$ cat src/common/uvd_pkg.sv
// Shared constants of the vendor test command decoder
package uvd_pkg;
    localparam int CLK_KHZ = 10000;
    localparam int POLL_MS = 20;
    localparam int POLL_CYC = POLL_MS * CLK_KHZ;
    localparam int HRST_MS = 10;
    localparam int HRST_CYC = HRST_MS * CLK_KHZ;
    localparam logic [7:0] SIG_BYTE = 8'h4D;
    localparam logic [7:0] ADDR_SIG0 = 8'h00;
    localparam logic [7:0] ADDR_SIG1 = 8'h01;
    localparam logic [7:0] ADDR_DESIG = 8'h04;
    localparam logic [7:0] DESIG_RST = 8'h24;
    localparam logic [7:0] SUB_CFG = 8'h26;
    localparam logic [7:0] SUB_PIN = 8'h27;
    localparam logic [7:0] SRC_CFG_MEM = 8'h02;
    localparam logic [31:0] CFG_MAX_LEN = 32'h0000_00FF;
    localparam logic [4:0] CBW_LEN_LO = 5'h08;
    localparam logic [4:0] CBW_LEN_HI = 5'h0B;
    localparam logic [4:0] CBW_FLAGS = 5'h0C;
    localparam logic [4:0] CBW_CB_LO = 5'h0F;
    localparam logic [4:0] CBW_CB_HI = 5'h1E;
    localparam int DIR_BIT = 7;
    localparam logic [2:0] PIN_LOAD_BYTES = 3'h7;
    localparam logic [3:0] PIN_READ_BYTES = 4'h8;
endpackage

$ cat src/rtl/uvd_cmd_decoder.sv
// Power-up mode selection, bus-power polling and vendor command decoding
`timescale 1ns/100ps

module uvd_cmd_decoder #(
    parameter int POLL_CYCLES = uvd_pkg::POLL_CYC,
    parameter int HRST_CYCLES = uvd_pkg::HRST_CYC,
    parameter logic [7:0] DESIG_DEFAULT = uvd_pkg::DESIG_RST
) (
    input wire logic clk,
    input wire logic sys_rst,
    input wire logic chip_rst_n,
    input wire logic bus_power_valid_in,
    input wire logic hs_handshake_ok,
    output logic dplus_pullup_en,
    output logic usb_high_speed,
    output logic usb_enable,
    output logic ata_active,
    output logic mode_normal,
    output logic mode_board_test,
    output logic cfg_rd_req,
    output logic [7:0] cfg_rd_addr,
    input wire logic cfg_rd_done,
    input wire logic cfg_rd_nak,
    input wire logic [7:0] cfg_rd_data,
    input wire logic cbw_valid,
    input wire logic cbw_first,
    input wire logic [7:0] cbw_byte,
    input wire logic data_valid,
    input wire logic [7:0] data_byte,
    output logic cmd_cfg_load,
    output logic cmd_cfg_read,
    output logic cmd_pass,
    output logic cmd_fail,
    output logic cmd_ok,
    output logic [31:0] xfer_len,
    output logic rd_valid,
    output logic [7:0] rd_byte,
    output logic pin_test_mode,
    input wire logic [2:0] func_reg_sel,
    input wire logic [1:0] func_cs_n,
    input wire logic func_drive_reset_n,
    input wire logic func_wr_n,
    input wire logic func_rd_n,
    input wire logic func_dmack_n,
    input wire logic [15:0] func_data_out,
    input wire logic func_data_oe,
    input wire logic intrq_in,
    input wire logic iordy_in,
    input wire logic dmarq_in,
    input wire logic ata_en_in,
    input wire logic [15:0] ata_data_lines_in,
    output logic [2:0] ata_reg_select,
    output logic [1:0] ata_cs_n,
    output logic drive_reset_n,
    output logic ata_write_strobe_n,
    output logic ata_read_strobe_n,
    output logic ata_dma_ack_n,
    output logic [15:0] ata_data_lines_out,
    output logic ata_data_lines_oe
);
    typedef enum logic [2:0] {ST_SIG0, ST_SIG1, ST_DESIG, ST_NORMAL, ST_TEST} uvd_boot_e;

    function automatic logic [7:0] byte_at(input logic [127:0] v, input int n);
        byte_at = v[8*n +: 8];
    endfunction

    // Pins: two flops before use
    logic [21:0] pin_s1_ff, pin_s2_ff;
    always_ff @(posedge clk) begin
        pin_s1_ff <= {chip_rst_n, bus_power_valid_in, intrq_in, iordy_in, dmarq_in, ata_en_in, ata_data_lines_in};
        pin_s2_ff <= pin_s1_ff;
    end
    wire rst_pin_n = pin_s2_ff[21];
    wire vbus_s = pin_s2_ff[20];
    wire [15:0] dd_s = pin_s2_ff[15:0];

    logic [31:0] hrst_cnt_ff;
    logic hard_rst_ff;
    always_ff @(posedge clk) begin
        if (sys_rst || rst_pin_n) begin
            hrst_cnt_ff <= 32'h0000_0000;
            hard_rst_ff <= 1'b0;
        end else if (hrst_cnt_ff == 32'(HRST_CYCLES - 1)) begin
            hard_rst_ff <= 1'b1;
        end else begin
            hrst_cnt_ff <= hrst_cnt_ff + 32'h0000_0001;
        end
    end
    wire rst_all = sys_rst | hard_rst_ff;

    // Poll at start-up, then every interval
    logic [31:0] poll_cnt_ff;
    wire poll_tick = (poll_cnt_ff == 32'h0000_0000);
    always_ff @(posedge clk) begin
        if (rst_all) begin
            poll_cnt_ff <= 32'h0000_0000;
            dplus_pullup_en <= 1'b0;
        end else begin
            poll_cnt_ff <= poll_tick ? 32'(POLL_CYCLES - 1) : poll_cnt_ff - 32'h0000_0001;
            if (poll_tick) dplus_pullup_en <= vbus_s;
        end
    end

    // Boot sequence over the memory port
    uvd_boot_e st_ff, nxt_st;
    logic [7:0] desig_ff;
    wire sig_ok = (cfg_rd_data == uvd_pkg::SIG_BYTE);
    always_comb begin
        nxt_st = st_ff;
        case (st_ff)
            ST_SIG0: if (cfg_rd_nak || (cfg_rd_done && !sig_ok)) nxt_st = ST_TEST;
                     else if (cfg_rd_done) nxt_st = ST_SIG1;
            ST_SIG1: if (cfg_rd_nak || (cfg_rd_done && !sig_ok)) nxt_st = ST_TEST;
                     else if (cfg_rd_done) nxt_st = ST_DESIG;
            ST_DESIG: if (cfg_rd_nak) nxt_st = ST_TEST;
                      else if (cfg_rd_done) nxt_st = ST_NORMAL;
            ST_NORMAL: nxt_st = ST_NORMAL;
            ST_TEST: nxt_st = ST_TEST;
            default: nxt_st = ST_TEST;
        endcase
    end
    wire booting = (st_ff == ST_SIG0) || (st_ff == ST_SIG1) || (st_ff == ST_DESIG);
    always_ff @(posedge clk) begin
        if (rst_all) begin
            st_ff <= ST_SIG0;
            desig_ff <= DESIG_DEFAULT;
            cfg_rd_req <= 1'b0;
            cfg_rd_addr <= uvd_pkg::ADDR_SIG0;
        end else begin
            st_ff <= nxt_st;
            if (st_ff == ST_DESIG && cfg_rd_done) desig_ff <= cfg_rd_data;
            cfg_rd_req <= (nxt_st == ST_SIG0) || (nxt_st == ST_SIG1) || (nxt_st == ST_DESIG);
            cfg_rd_addr <= (nxt_st == ST_SIG1) ? uvd_pkg::ADDR_SIG1 :
                           (nxt_st == ST_DESIG) ? uvd_pkg::ADDR_DESIG : uvd_pkg::ADDR_SIG0;
        end
    end

    // High speed only after handshake, else full speed
    always_ff @(posedge clk) begin
        if (rst_all) begin
            usb_high_speed <= 1'b0;
            usb_enable <= 1'b0;
            ata_active <= 1'b0;
            mode_normal <= 1'b0;
            mode_board_test <= 1'b0;
        end else begin
            usb_high_speed <= hs_handshake_ok;
            // Enumerate in both modes, ATA only in normal
            usb_enable <= !booting;
            ata_active <= (st_ff == ST_NORMAL) && !pin_test_mode;
            mode_normal <= (st_ff == ST_NORMAL);
            mode_board_test <= (st_ff == ST_TEST);
        end
    end

    // Wrapper capture, byte index from first-byte marker
    logic [4:0] idx_ff;
    logic [127:0] cb_ff;
    logic dir_in_ff, go_ff;
    wire [4:0] idx = cbw_first ? 5'h00 : idx_ff;
    always_ff @(posedge clk) begin
        if (rst_all) begin
            idx_ff <= 5'h00;
            cb_ff <= '0;
            xfer_len <= 32'h0000_0000;
            dir_in_ff <= 1'b0;
            go_ff <= 1'b0;
        end else begin
            go_ff <= cbw_valid && (idx == uvd_pkg::CBW_CB_HI);
            if (cbw_valid) begin
                idx_ff <= idx + 5'h01;
                if (idx >= uvd_pkg::CBW_LEN_LO && idx <= uvd_pkg::CBW_LEN_HI)
                    xfer_len[8*(idx - uvd_pkg::CBW_LEN_LO) +: 8] <= cbw_byte;
                if (idx == uvd_pkg::CBW_FLAGS) dir_in_ff <= cbw_byte[uvd_pkg::DIR_BIT];
                if (idx >= uvd_pkg::CBW_CB_LO && idx <= uvd_pkg::CBW_CB_HI)
                    cb_ff[8*(idx - uvd_pkg::CBW_CB_LO) +: 8] <= cbw_byte;
            end
        end
    end

    // Decode of the captured block
    wire is_vendor = (byte_at(cb_ff, 0) == desig_ff);
    wire sub_cfg = (byte_at(cb_ff, 1) == uvd_pkg::SUB_CFG);
    wire sub_pin = (byte_at(cb_ff, 1) == uvd_pkg::SUB_PIN);
    // Fixed fields of the configuration block
    wire cfg_fields_ok = (byte_at(cb_ff, 2) == 8'h00) && (byte_at(cb_ff, 3) == uvd_pkg::SRC_CFG_MEM) &&
                         (cb_ff[47:32] == 16'h0000);
    wire cfg_len_ok = (xfer_len <= uvd_pkg::CFG_MAX_LEN);
    // Pin-test block has only zeros past byte 1
    wire pin_fields_ok = (cb_ff[127:16] == '0);
    wire cfg_good = sub_cfg && cfg_fields_ok && cfg_len_ok;
    wire pin_good = sub_pin && pin_fields_ok;
    wire dec_fire = go_ff && is_vendor;

    logic [2:0] pl_cnt_ff;
    logic [55:0] pl_ff;
    logic [63:0] snap_ff;
    logic [3:0] rd_cnt_ff;
    wire pin_load_go = dec_fire && pin_good && !dir_in_ff;
    wire pin_read_go = dec_fire && pin_good && dir_in_ff;
    wire pl_last = data_valid && (pl_cnt_ff == 3'h1);
    wire [7:0] snap_b0 = {drive_reset_n, vbus_s, 5'h00, pin_s2_ff[19]};
    wire [7:0] snap_b1 = {ata_data_lines_oe, 1'b0, pin_s2_ff[16], pin_s2_ff[17], pin_s2_ff[18], 3'h0};

    always_ff @(posedge clk) begin
        if (rst_all) begin
            cmd_cfg_load <= 1'b0;
            cmd_cfg_read <= 1'b0;
            cmd_pass <= 1'b0;
            cmd_fail <= 1'b0;
            cmd_ok <= 1'b0;
            pl_cnt_ff <= 3'h0;
            pl_ff <= '0;
            pin_test_mode <= 1'b0;
            snap_ff <= '0;
            rd_cnt_ff <= 4'h0;
            rd_valid <= 1'b0;
            rd_byte <= 8'h00;
        end else begin
            cmd_cfg_load <= dec_fire && cfg_good && !dir_in_ff;
            cmd_cfg_read <= dec_fire && cfg_good && dir_in_ff;
            cmd_pass <= go_ff && !is_vendor;
            cmd_fail <= dec_fire && !cfg_good && !pin_good;
            cmd_ok <= (pl_last && pl_cnt_ff != 3'h0) || pin_read_go;
            // Seven load bytes, extra bytes dropped
            if (pin_load_go) begin
                pl_cnt_ff <= uvd_pkg::PIN_LOAD_BYTES;
            end else if (data_valid && pl_cnt_ff != 3'h0) begin
                pl_cnt_ff <= pl_cnt_ff - 3'h1;
                pl_ff <= {data_byte, pl_ff[55:8]};
            end
            if (pl_last) pin_test_mode <= 1'b1;
            // Eight-byte snapshot, shifted out low byte first
            if (pin_read_go) begin
                snap_ff <= {32'h0000_0000, dd_s, snap_b1, snap_b0};
                rd_cnt_ff <= uvd_pkg::PIN_READ_BYTES;
            end else if (rd_cnt_ff != 4'h0) begin
                snap_ff <= {8'h00, snap_ff[63:8]};
                rd_cnt_ff <= rd_cnt_ff - 4'h1;
            end
            rd_valid <= (rd_cnt_ff != 4'h0) && !pin_read_go;
            rd_byte <= snap_ff[7:0];
        end
    end

    // Pin drivers; test mode before a load keeps ATA released
    wire [7:0] pl_b0 = pl_ff[7:0];
    wire [7:0] pl_b1 = pl_ff[15:8];
    wire func_on = (st_ff == ST_NORMAL);
    always_ff @(posedge clk) begin
        if (rst_all) begin
            ata_reg_select <= 3'h0;
            ata_cs_n <= 2'h3;
            drive_reset_n <= 1'b0;
            ata_write_strobe_n <= 1'b1;
            ata_read_strobe_n <= 1'b1;
            ata_dma_ack_n <= 1'b1;
            ata_data_lines_out <= 16'h0000;
            ata_data_lines_oe <= 1'b0;
        end else if (pin_test_mode) begin
            ata_reg_select <= pl_b0[3:1];
            ata_cs_n <= pl_b0[5:4];
            drive_reset_n <= pl_b0[7];
            ata_data_lines_out <= pl_ff[31:16];
            ata_write_strobe_n <= pl_b1[0];
            ata_read_strobe_n <= pl_b1[1];
            ata_dma_ack_n <= pl_b1[2];
            ata_data_lines_oe <= pl_b1[7];
        end else if (func_on) begin
            ata_reg_select <= func_reg_sel;
            ata_cs_n <= func_cs_n;
            drive_reset_n <= func_drive_reset_n;
            ata_write_strobe_n <= func_wr_n;
            ata_read_strobe_n <= func_rd_n;
            ata_dma_ack_n <= func_dmack_n;
            ata_data_lines_out <= func_data_out;
            ata_data_lines_oe <= func_data_oe;
        end else begin
            ata_data_lines_oe <= 1'b0;
        end
    end

    // Hard reset drops by register, so checks resume one edge after it
    logic rst_dly_ff;
    always_ff @(posedge clk) begin
        rst_dly_ff <= rst_all;
    end
endmodule

$ cat config.mk
export PLATFORM = sky130hd
export DESIGN_NAME = uvd_cmd_decoder
export DESIGN_NICKNAME = d
export VERILOG_FILES = /design/src/common/uvd_pkg.sv /design/src/rtl/uvd_cmd_decoder.sv
export SDC_FILE = /design/constraint.sdc
export NUM_CORES = 1
export LEC_CHECK = 0
export ABC_AREA = 1
export BUFFER_PORTS_ARGS = -buffer_cell sky130_fd_sc_hd__buf_2
export CORE_MARGIN = 2
export CORE_UTILIZATION = 60
export CTS_CLUSTER_SIZE = 40
export DETAILED_ROUTE_END_ITERATION = 8
export PLACE_DENSITY = 0.8
export SLEW_MARGIN = 20
export SYNTH_ARGS = -nofsm -noshare
export SYNTH_HDL_FRONTEND = slang
export SYNTH_SLANG_ARGS = --single-unit
$ cat constraint.sdc
create_clock -name clk -period 4.3 [get_ports clk]
set_input_delay 0.86 -clock clk [delete_from_list [all_inputs] [get_ports clk]]
set_output_delay 0.86 -clock clk [all_outputs]
set_load 0.1 [all_outputs]
Word-level counts from Yosys, hierarchy flattened
Cells that the tools add are included.
{ "word_totals": {"out_inout_bits": 88, "elab_cells": 172, "register_bits": 433, "inputBits": 80} }
{ "op_classes": {"magnitude_cmp": 5, "n_shift": 4, "n_eq_ne": 15, "reduce_logical": 58, "mux": 35, "n_addsub": 9, "bitwise": 2} }
{ "op_table": {"columns": ["op", "count"], "rows": [
  ["bitwise mux 128 bit", 1],
  ["variable shift 8 x 34 -> 128 bit (first input constant)", 1],
  ["indexed part select 8 x 34 -> 128 bit", 1],
  ["logical NOT 112 bit", 1],
  ["negation 32 -> 34 bit", 2],
  ["two-way mux 32 bit", 2],
  ["variable shift 8 x 34 -> 32 bit (first input constant)", 1],
  ["indexed part select 8 x 34 -> 32 bit", 1],
  ["two-way mux 3 bit", 11],
  ["adder 32 x 1 -> 32 bit (second input constant)", 1],
  ["bitwise mux 32 bit", 1],
  ["== test 32 x 17 -> 1 bit (second input constant)", 1],
  ["less-or-equal comparator 32 x 8 -> 1 bit (second input constant)", 1],
  ["logical NOT 32 bit", 1],
  ["two-way mux 16 bit", 2],
  ["subtractor 32 x 1 -> 32 bit (second input constant)", 1],
  ["logical AND 1 bit", 25],
  ["two-way mux 18 bit", 1],
  ["== test 8 x 6 -> 1 bit (second input constant)", 2],
  ["logical NOT 16 bit", 1],
  ["case mux 3 bit (4 select lines)", 1],
  ["subtractor 5 x 4 -> 6 bit (second input constant)", 2],
  ["two-way mux 1 bit", 11],
  [">= comparator 5 x 4 -> 1 bit (second input constant)", 2],
  ["27 further kinds", 54]
]} }

Logic depth before layout (Yosys ltp)
{ "logic_depth": {"word_depth": 9, "ltp_mapped": 21, "depth_no_buf": 20} }

Worst setup path after synthesis
No wires, ideal clock.
{ "synth_path": {"path_type": "input port to flip-flop", "startpoint": "in cbw_first", "endpoint": "reg cb_ff[1]", "stages": 17, "path_buffers": 2, "path_slack_ps": 643, "setup_time_ps": 113, "t_required_ps": 4187, "t_arrival_ps": 3545, "path_cell_list": "nor2_1 -> clkbuf_1 -> ha_1 -> nand2_1 -> inv_1 -> ha_1 -> nor2_2 -> nand3_1 -> ha_1 -> or2_2 -> buf_2 -> nor3_1 -> nand2_1 -> nor2_4 -> o211ai_1 -> nand2_1 -> nor2_1"} }
{ "synth_between": {"elab_chain_cells": 5, "elab_cells_between_ends": 10, "cone_classes": "add/sub: 2; order compare: 2; shift: 2; mux: 2; reduce/logical: 2"} }
{ "synth_lines": {"columns": ["item", "line_no", "source"], "rows": [
  ["from (decl)", "uvd_cmd_decoder.sv:26", "input wire logic cbw_first,"],
  ["two-way mux 5 bit (*)", "uvd_cmd_decoder.sv:160", "wire [4:0] idx = cbw_first ? 5'h00 : idx_ff;"],
  ["subtractor 5 x 4 -> 6 bit", "uvd_cmd_decoder.sv:176", "cb_ff[8*(idx - uvd_pkg::CBW_CB_LO) +: 8] <= cbw_byte;"],
  ["negation 32 -> 34 bit", "uvd_cmd_decoder.sv:176", null],
  ["indexed part select 8 x 34 -> 128 bit / variable shift 8 x 34 -> 128 bit (equally long branches)", "uvd_cmd_decoder.sv:176", null],
  ["bitwise mux 128 bit", "uvd_cmd_decoder.sv:176", null],
  ["to (signal, indexed assignment)", "uvd_cmd_decoder.sv:176", null],
  ["to (decl)", "uvd_cmd_decoder.sv:158", "logic [127:0] cb_ff;"]
]} }
Every way passes the cells marked *; elsewhere a longest branch is shown, timed or not.
A chain may end at the register's enable or synchronous reset.

Final worst setup path
{ "layout_path": {"startpoint": "reg idx_ff[1]", "endpoint": "reg cb_ff[50]"} }
{ "layout_between": {"elab_chain_cells": 5, "elab_cells_between_ends": 10, "cone_classes": "add/sub: 2; order compare: 2; shift: 2; mux: 2; reduce/logical: 2"} }
{ "layout_lines": {"columns": ["item", "line_no", "source"], "rows": [
  ["from (decl)", "uvd_cmd_decoder.sv:157", "logic [4:0] idx_ff;"],
  ["from (signal assigned)", "uvd_cmd_decoder.sv:171", "idx_ff <= idx + 5'h01;"],
  ["two-way mux 5 bit (*)", "uvd_cmd_decoder.sv:160", null],
  ["subtractor 5 x 4 -> 6 bit", "uvd_cmd_decoder.sv:176", null],
  ["negation 32 -> 34 bit", "uvd_cmd_decoder.sv:176", null],
  ["indexed part select 8 x 34 -> 128 bit / variable shift 8 x 34 -> 128 bit (equally long branches)", "uvd_cmd_decoder.sv:176", null],
  ["bitwise mux 128 bit", "uvd_cmd_decoder.sv:176", null]
]} }
Marked as above.

==> summary.txt <==
Run status
  • Status: finished, final reports clean

Timing
  • Slew Limit Fails: 0
  • Final setup TNS: 0 ns
  • Setup Viol. Count Final: 0
  • Slew HR: approximately 38%
  • Period utilization: 84.3%
  • Final Hold Fails: 0
  • Max Clk Rate: between 0.2 and 0.3 GHz
  • RSZ-0062 raised after global routing: false
  • Worst-margin pin slew: 0.932 ns
  • Period minus WS final: around 3.6 ns
  • Clk_skew: roughly 0.027 ns

Setup path
  • FF-to-FF setup slack: between 0.6 and 0.7 ns
  • Crit-path cells: inv_1 -> nor2_1 -> ha_1 -> nand2_1 -> inv_1 -> ha_1 -> nor2_2 -> nand3_1 -> ha_1 -> nand2_1 -> nor2_1 -> inv_1 -> nor2_1 -> nand4_1 -> a21oi_1
  • CP max stage cell: ha_1
  • Reg2Reg Depth: 15
  • Critical Path RT: between 4 and 5 ns
  • CP startpoint kind: flip-flop
  • Crit-path leading delay family: simple AND/OR/NAND/NOR gates
  • Worst r2r src: idx_ff[1]
  • Critical path capture point type: flip-flop
  • Arrival @ worst endpoint: ~4 ns
  • Critical path class: flip-flop to flip-flop
  • R2r endpoint: cb_ff[50]
  • Largest fanout on the critical path: 15
  • Max incr delay on CP: approximately 0.60 ns
  • Worst Path Buf+Inv: 3

Place
  • Final Wtd Congestion: about 0.9
  • Area after detailed placement: 20000 um2
  • Placed insts: around 3200
  • DP HPWL: 32700 um
  • PortBufs: roughly 160

Die
  • Die height: roughly 180 um
  • IO Count: approximately 170
  • Starting Density: 60.7%
  • Die width: around 180 um
  • CORE AREA: approximately 31000 um2
  • DIE AREA: 33300 um2
  • # rows: 65

Synth
  • Largest family of logic cells by synthesized area: simple AND/OR/NAND/NOR gates
  • Mux contribution to synthesized area: 0%
  • Synthesis Warnings: 0
  • Distinct cells, synth: between 50 and 60
  • Yosys top cell area share: between 40% and 50%
  • Synth Area in Simple Gates: between 30 and 40%
  • Synth Area in Adders: under 10%
  • Syn_area_per_cell: about 7.0 um2
  • Synth Area in Compound Gates: between 8 and 9%
  • Synth async-reset ratio: 0%
  • Yosys reg bits: approximately 430
  • Synth top area cells: dfxtp_1 (45%), nor2_1 (12%), nand2_1 (11%)
  • Post-Synthesis Cells: ~2700
  • Top_reg_cell synth: dfxtp_1
  • Post-Synth XOR/XNOR Area: less than 1%
  • EDFF count, synth: 0
  • Cell taking the most area after synthesis: dfxtp_1
  • Sequential cell area fraction in the yosys report: between 40 and 50%
  • Synth cell count leaders: nor2_1 (597), nand2_1 (558), dfxtp_1 (429)
  • Most common cell in the netlist: nor2_1
  • Mapped cell area: 19100 um2

Min path
  • Hold Path Cell Cnt: 0
  • Hold Path Sink: pin_s2_ff[3]
  • Worst hold path type: flip-flop to flip-flop
  • Min-delay src: pin_s1_ff[3]

Power
  • Leak Pwr: about 10 nW
  • PD cells: ~470 nW/um2
  • Worst IR drop on VDD: ~0.32 mV
  • Overall Power: ~10 mW

Clocking
  • Clock Sink Count: between 400 and 500
  • H-tree depth: 2
  • CTS root buffer: clkbuf_16
  • Setup Fix Bufs, Post-CTS: 0
  • CTS Hold Buffers Added: 0
  • Clk pin slew, worst setup/hold paths: about 0.060 ns
  • Total CTS buffers: 43
  • Clock Tree Buf Depth: 3
  • Clock latency on the worst-skew pair: 0.57 ns
  • CTS tree: yes
  • Post_cts resized: 0

Route
  • DRC viols: 0
  • Number of DRC markers in iteration 0: 1533
  • Detail Route Antenna Nets: 0
  • Avg Vias per Cell: ~5.3
  • Via Count: around 17000
  • DRT Wirelength: 47500 um
  • Routed len/inst: 14.4 um
  • Initial DRT Pass Iterations: 6

Finish
  • Post-route cell area: 21500 um2
  • Share of layout cells above drive strength 1: between 10% and 20%
  • Sequential Area: around 8600 um2
  • Area grow syn2layout: 12.4%
  • Multi-input gate area: between 8000 and 9000 um2
  • Fin nets: slightly below 3000
  • Fillers: ~2600
  • ANT cells: 0
  • Post-route insts no fill: 3296

GRT
  • Largest net degree at the start of global routing: 98
  • GRT Total Usage: 28.1%
  • Initial antenna violation count: 0
  • GRT overflow: 0
  • Global-route wire length before repair: 77300 um
  • Vias in the first global route: around 16000

Flow run
  • MaxCap Viol Count: 0
cells by family (layout without fill, tap and decap cells):
family / Yosys count / in the layout
buffers and inverters: 472 / 621
DFF: 429 / 429
adders and majority gates: 31 / 31
AOI/OAI and AO/OA: 314 / 314
and+or+nand+nor: 1473 / 1473
other: 1 / 6
xor gates and xnor gates: 20 / 20
placed cells by master (no fill, tap or decap), types with 3 or more instances in the layout:
cell type / instances
nor2_1: 596
nand2_1: 558
dfxtp_1: 429
inv_1: 346
buf_2: 161
o21ai_0: 116
a21oi_1: 103
nand3_1: 96
nor3_1: 79
nand4_1: 56
clkbuf_16: 43
o21ai_1: 34
ha_1: 30
nor4_1: 24
a31oi_1: 23
buf_4: 19
nand2_2: 16
clkinv_2: 14
o211ai_1: 11
xnor2_1: 10
or2_2: 9
a211oi_1: 9
xor2_1: 9
inv_2: 8
o21bai_1: 8
nand2_4: 7
clkbuf_8: 7
nand3_2: 6
o21a_1: 6
conb_1: 6
clkbuf_1: 6
nor2_4: 5
nor2_2: 4
clkinv_1: 4
bufinv_16: 4
nor3_2: 3
nor3b_1: 3
nor3_4: 3
per-stage QoR:
stage | setup WS, ns | util (%) | hold slack [ns]
2_1_floorplan | 0.643 | - | 0.310
3_3_place_gp | 0.289 | 63.6 | 0.310
3_5_place_dp | 0.240 | 63.6 | 0.312
4_1_cts | 0.750 | 68.2 | 0.326
5_1_grt | 0.389 | 68.2 | 0.330
6_report | 0.675 | 68.2 | 0.325
power by group:
part,switching (mW),internal (mW)
Sequential,0.225,4.30
Combinational,1.17,0.548
Clock,1.59,2.22
per-layer routing:
| layer | up-vias | track usage (%) | share of wire [%] |
|---|---|---|---|
| met3 | 91 | 3.93 | 5.7 |
| li1 | 8843 | - | - |
| met4 | 0 | 9.42 | 2.6 |
| met1 | 7965 | 35.7 | 43 |
| met2 | 500 | 49.2 | 48 |
| met5 | - | 0 | 0 |
how the worst max path moves through the flow:
stage | startpoint | endpoint | slack (ns) | cells after the start
2_1_floorplan | cbw_first | cb_ff[1] | 0.64 | 17
4_1_cts | idx_ff[1] | cb_ff[52] | 0.75 | 15
3_5_place_dp | cbw_first | cb_ff[52] | 0.24 | 13
6_report | idx_ff[1] | cb_ff[50] | 0.68 | 15
5_1_grt | idx_ff[1] | cb_ff[126] | 0.39 | 15
3_3_place_gp | cbw_first | cb_ff[126] | 0.29 | 13
flip-flops by register name, summed over array words and instances, names as in the netlist, 8 cells and up:
register and count:
cb_ff 128, pl_ff 53, hrst_cnt_ff 32, poll_cnt_ff 32, snap_ff 32, xfer_len 32
pin_s1_ff 22, pin_s2_ff 22, ata_data_lines_out 16, desig_ff 8, rd_byte 8
final cells by class:
cell class	instances	share of cell area, %
Multi-Input combinational cell	1844	40.0
Tap cell	402	2.34
Timing Repair Buffer	181	4.51
Sequential cell	429	40.0
Clock buffer	56	5.57
Inverter	362	6.36
Clock inverter	22	1.19
Power figures use the tool's default switching activity.
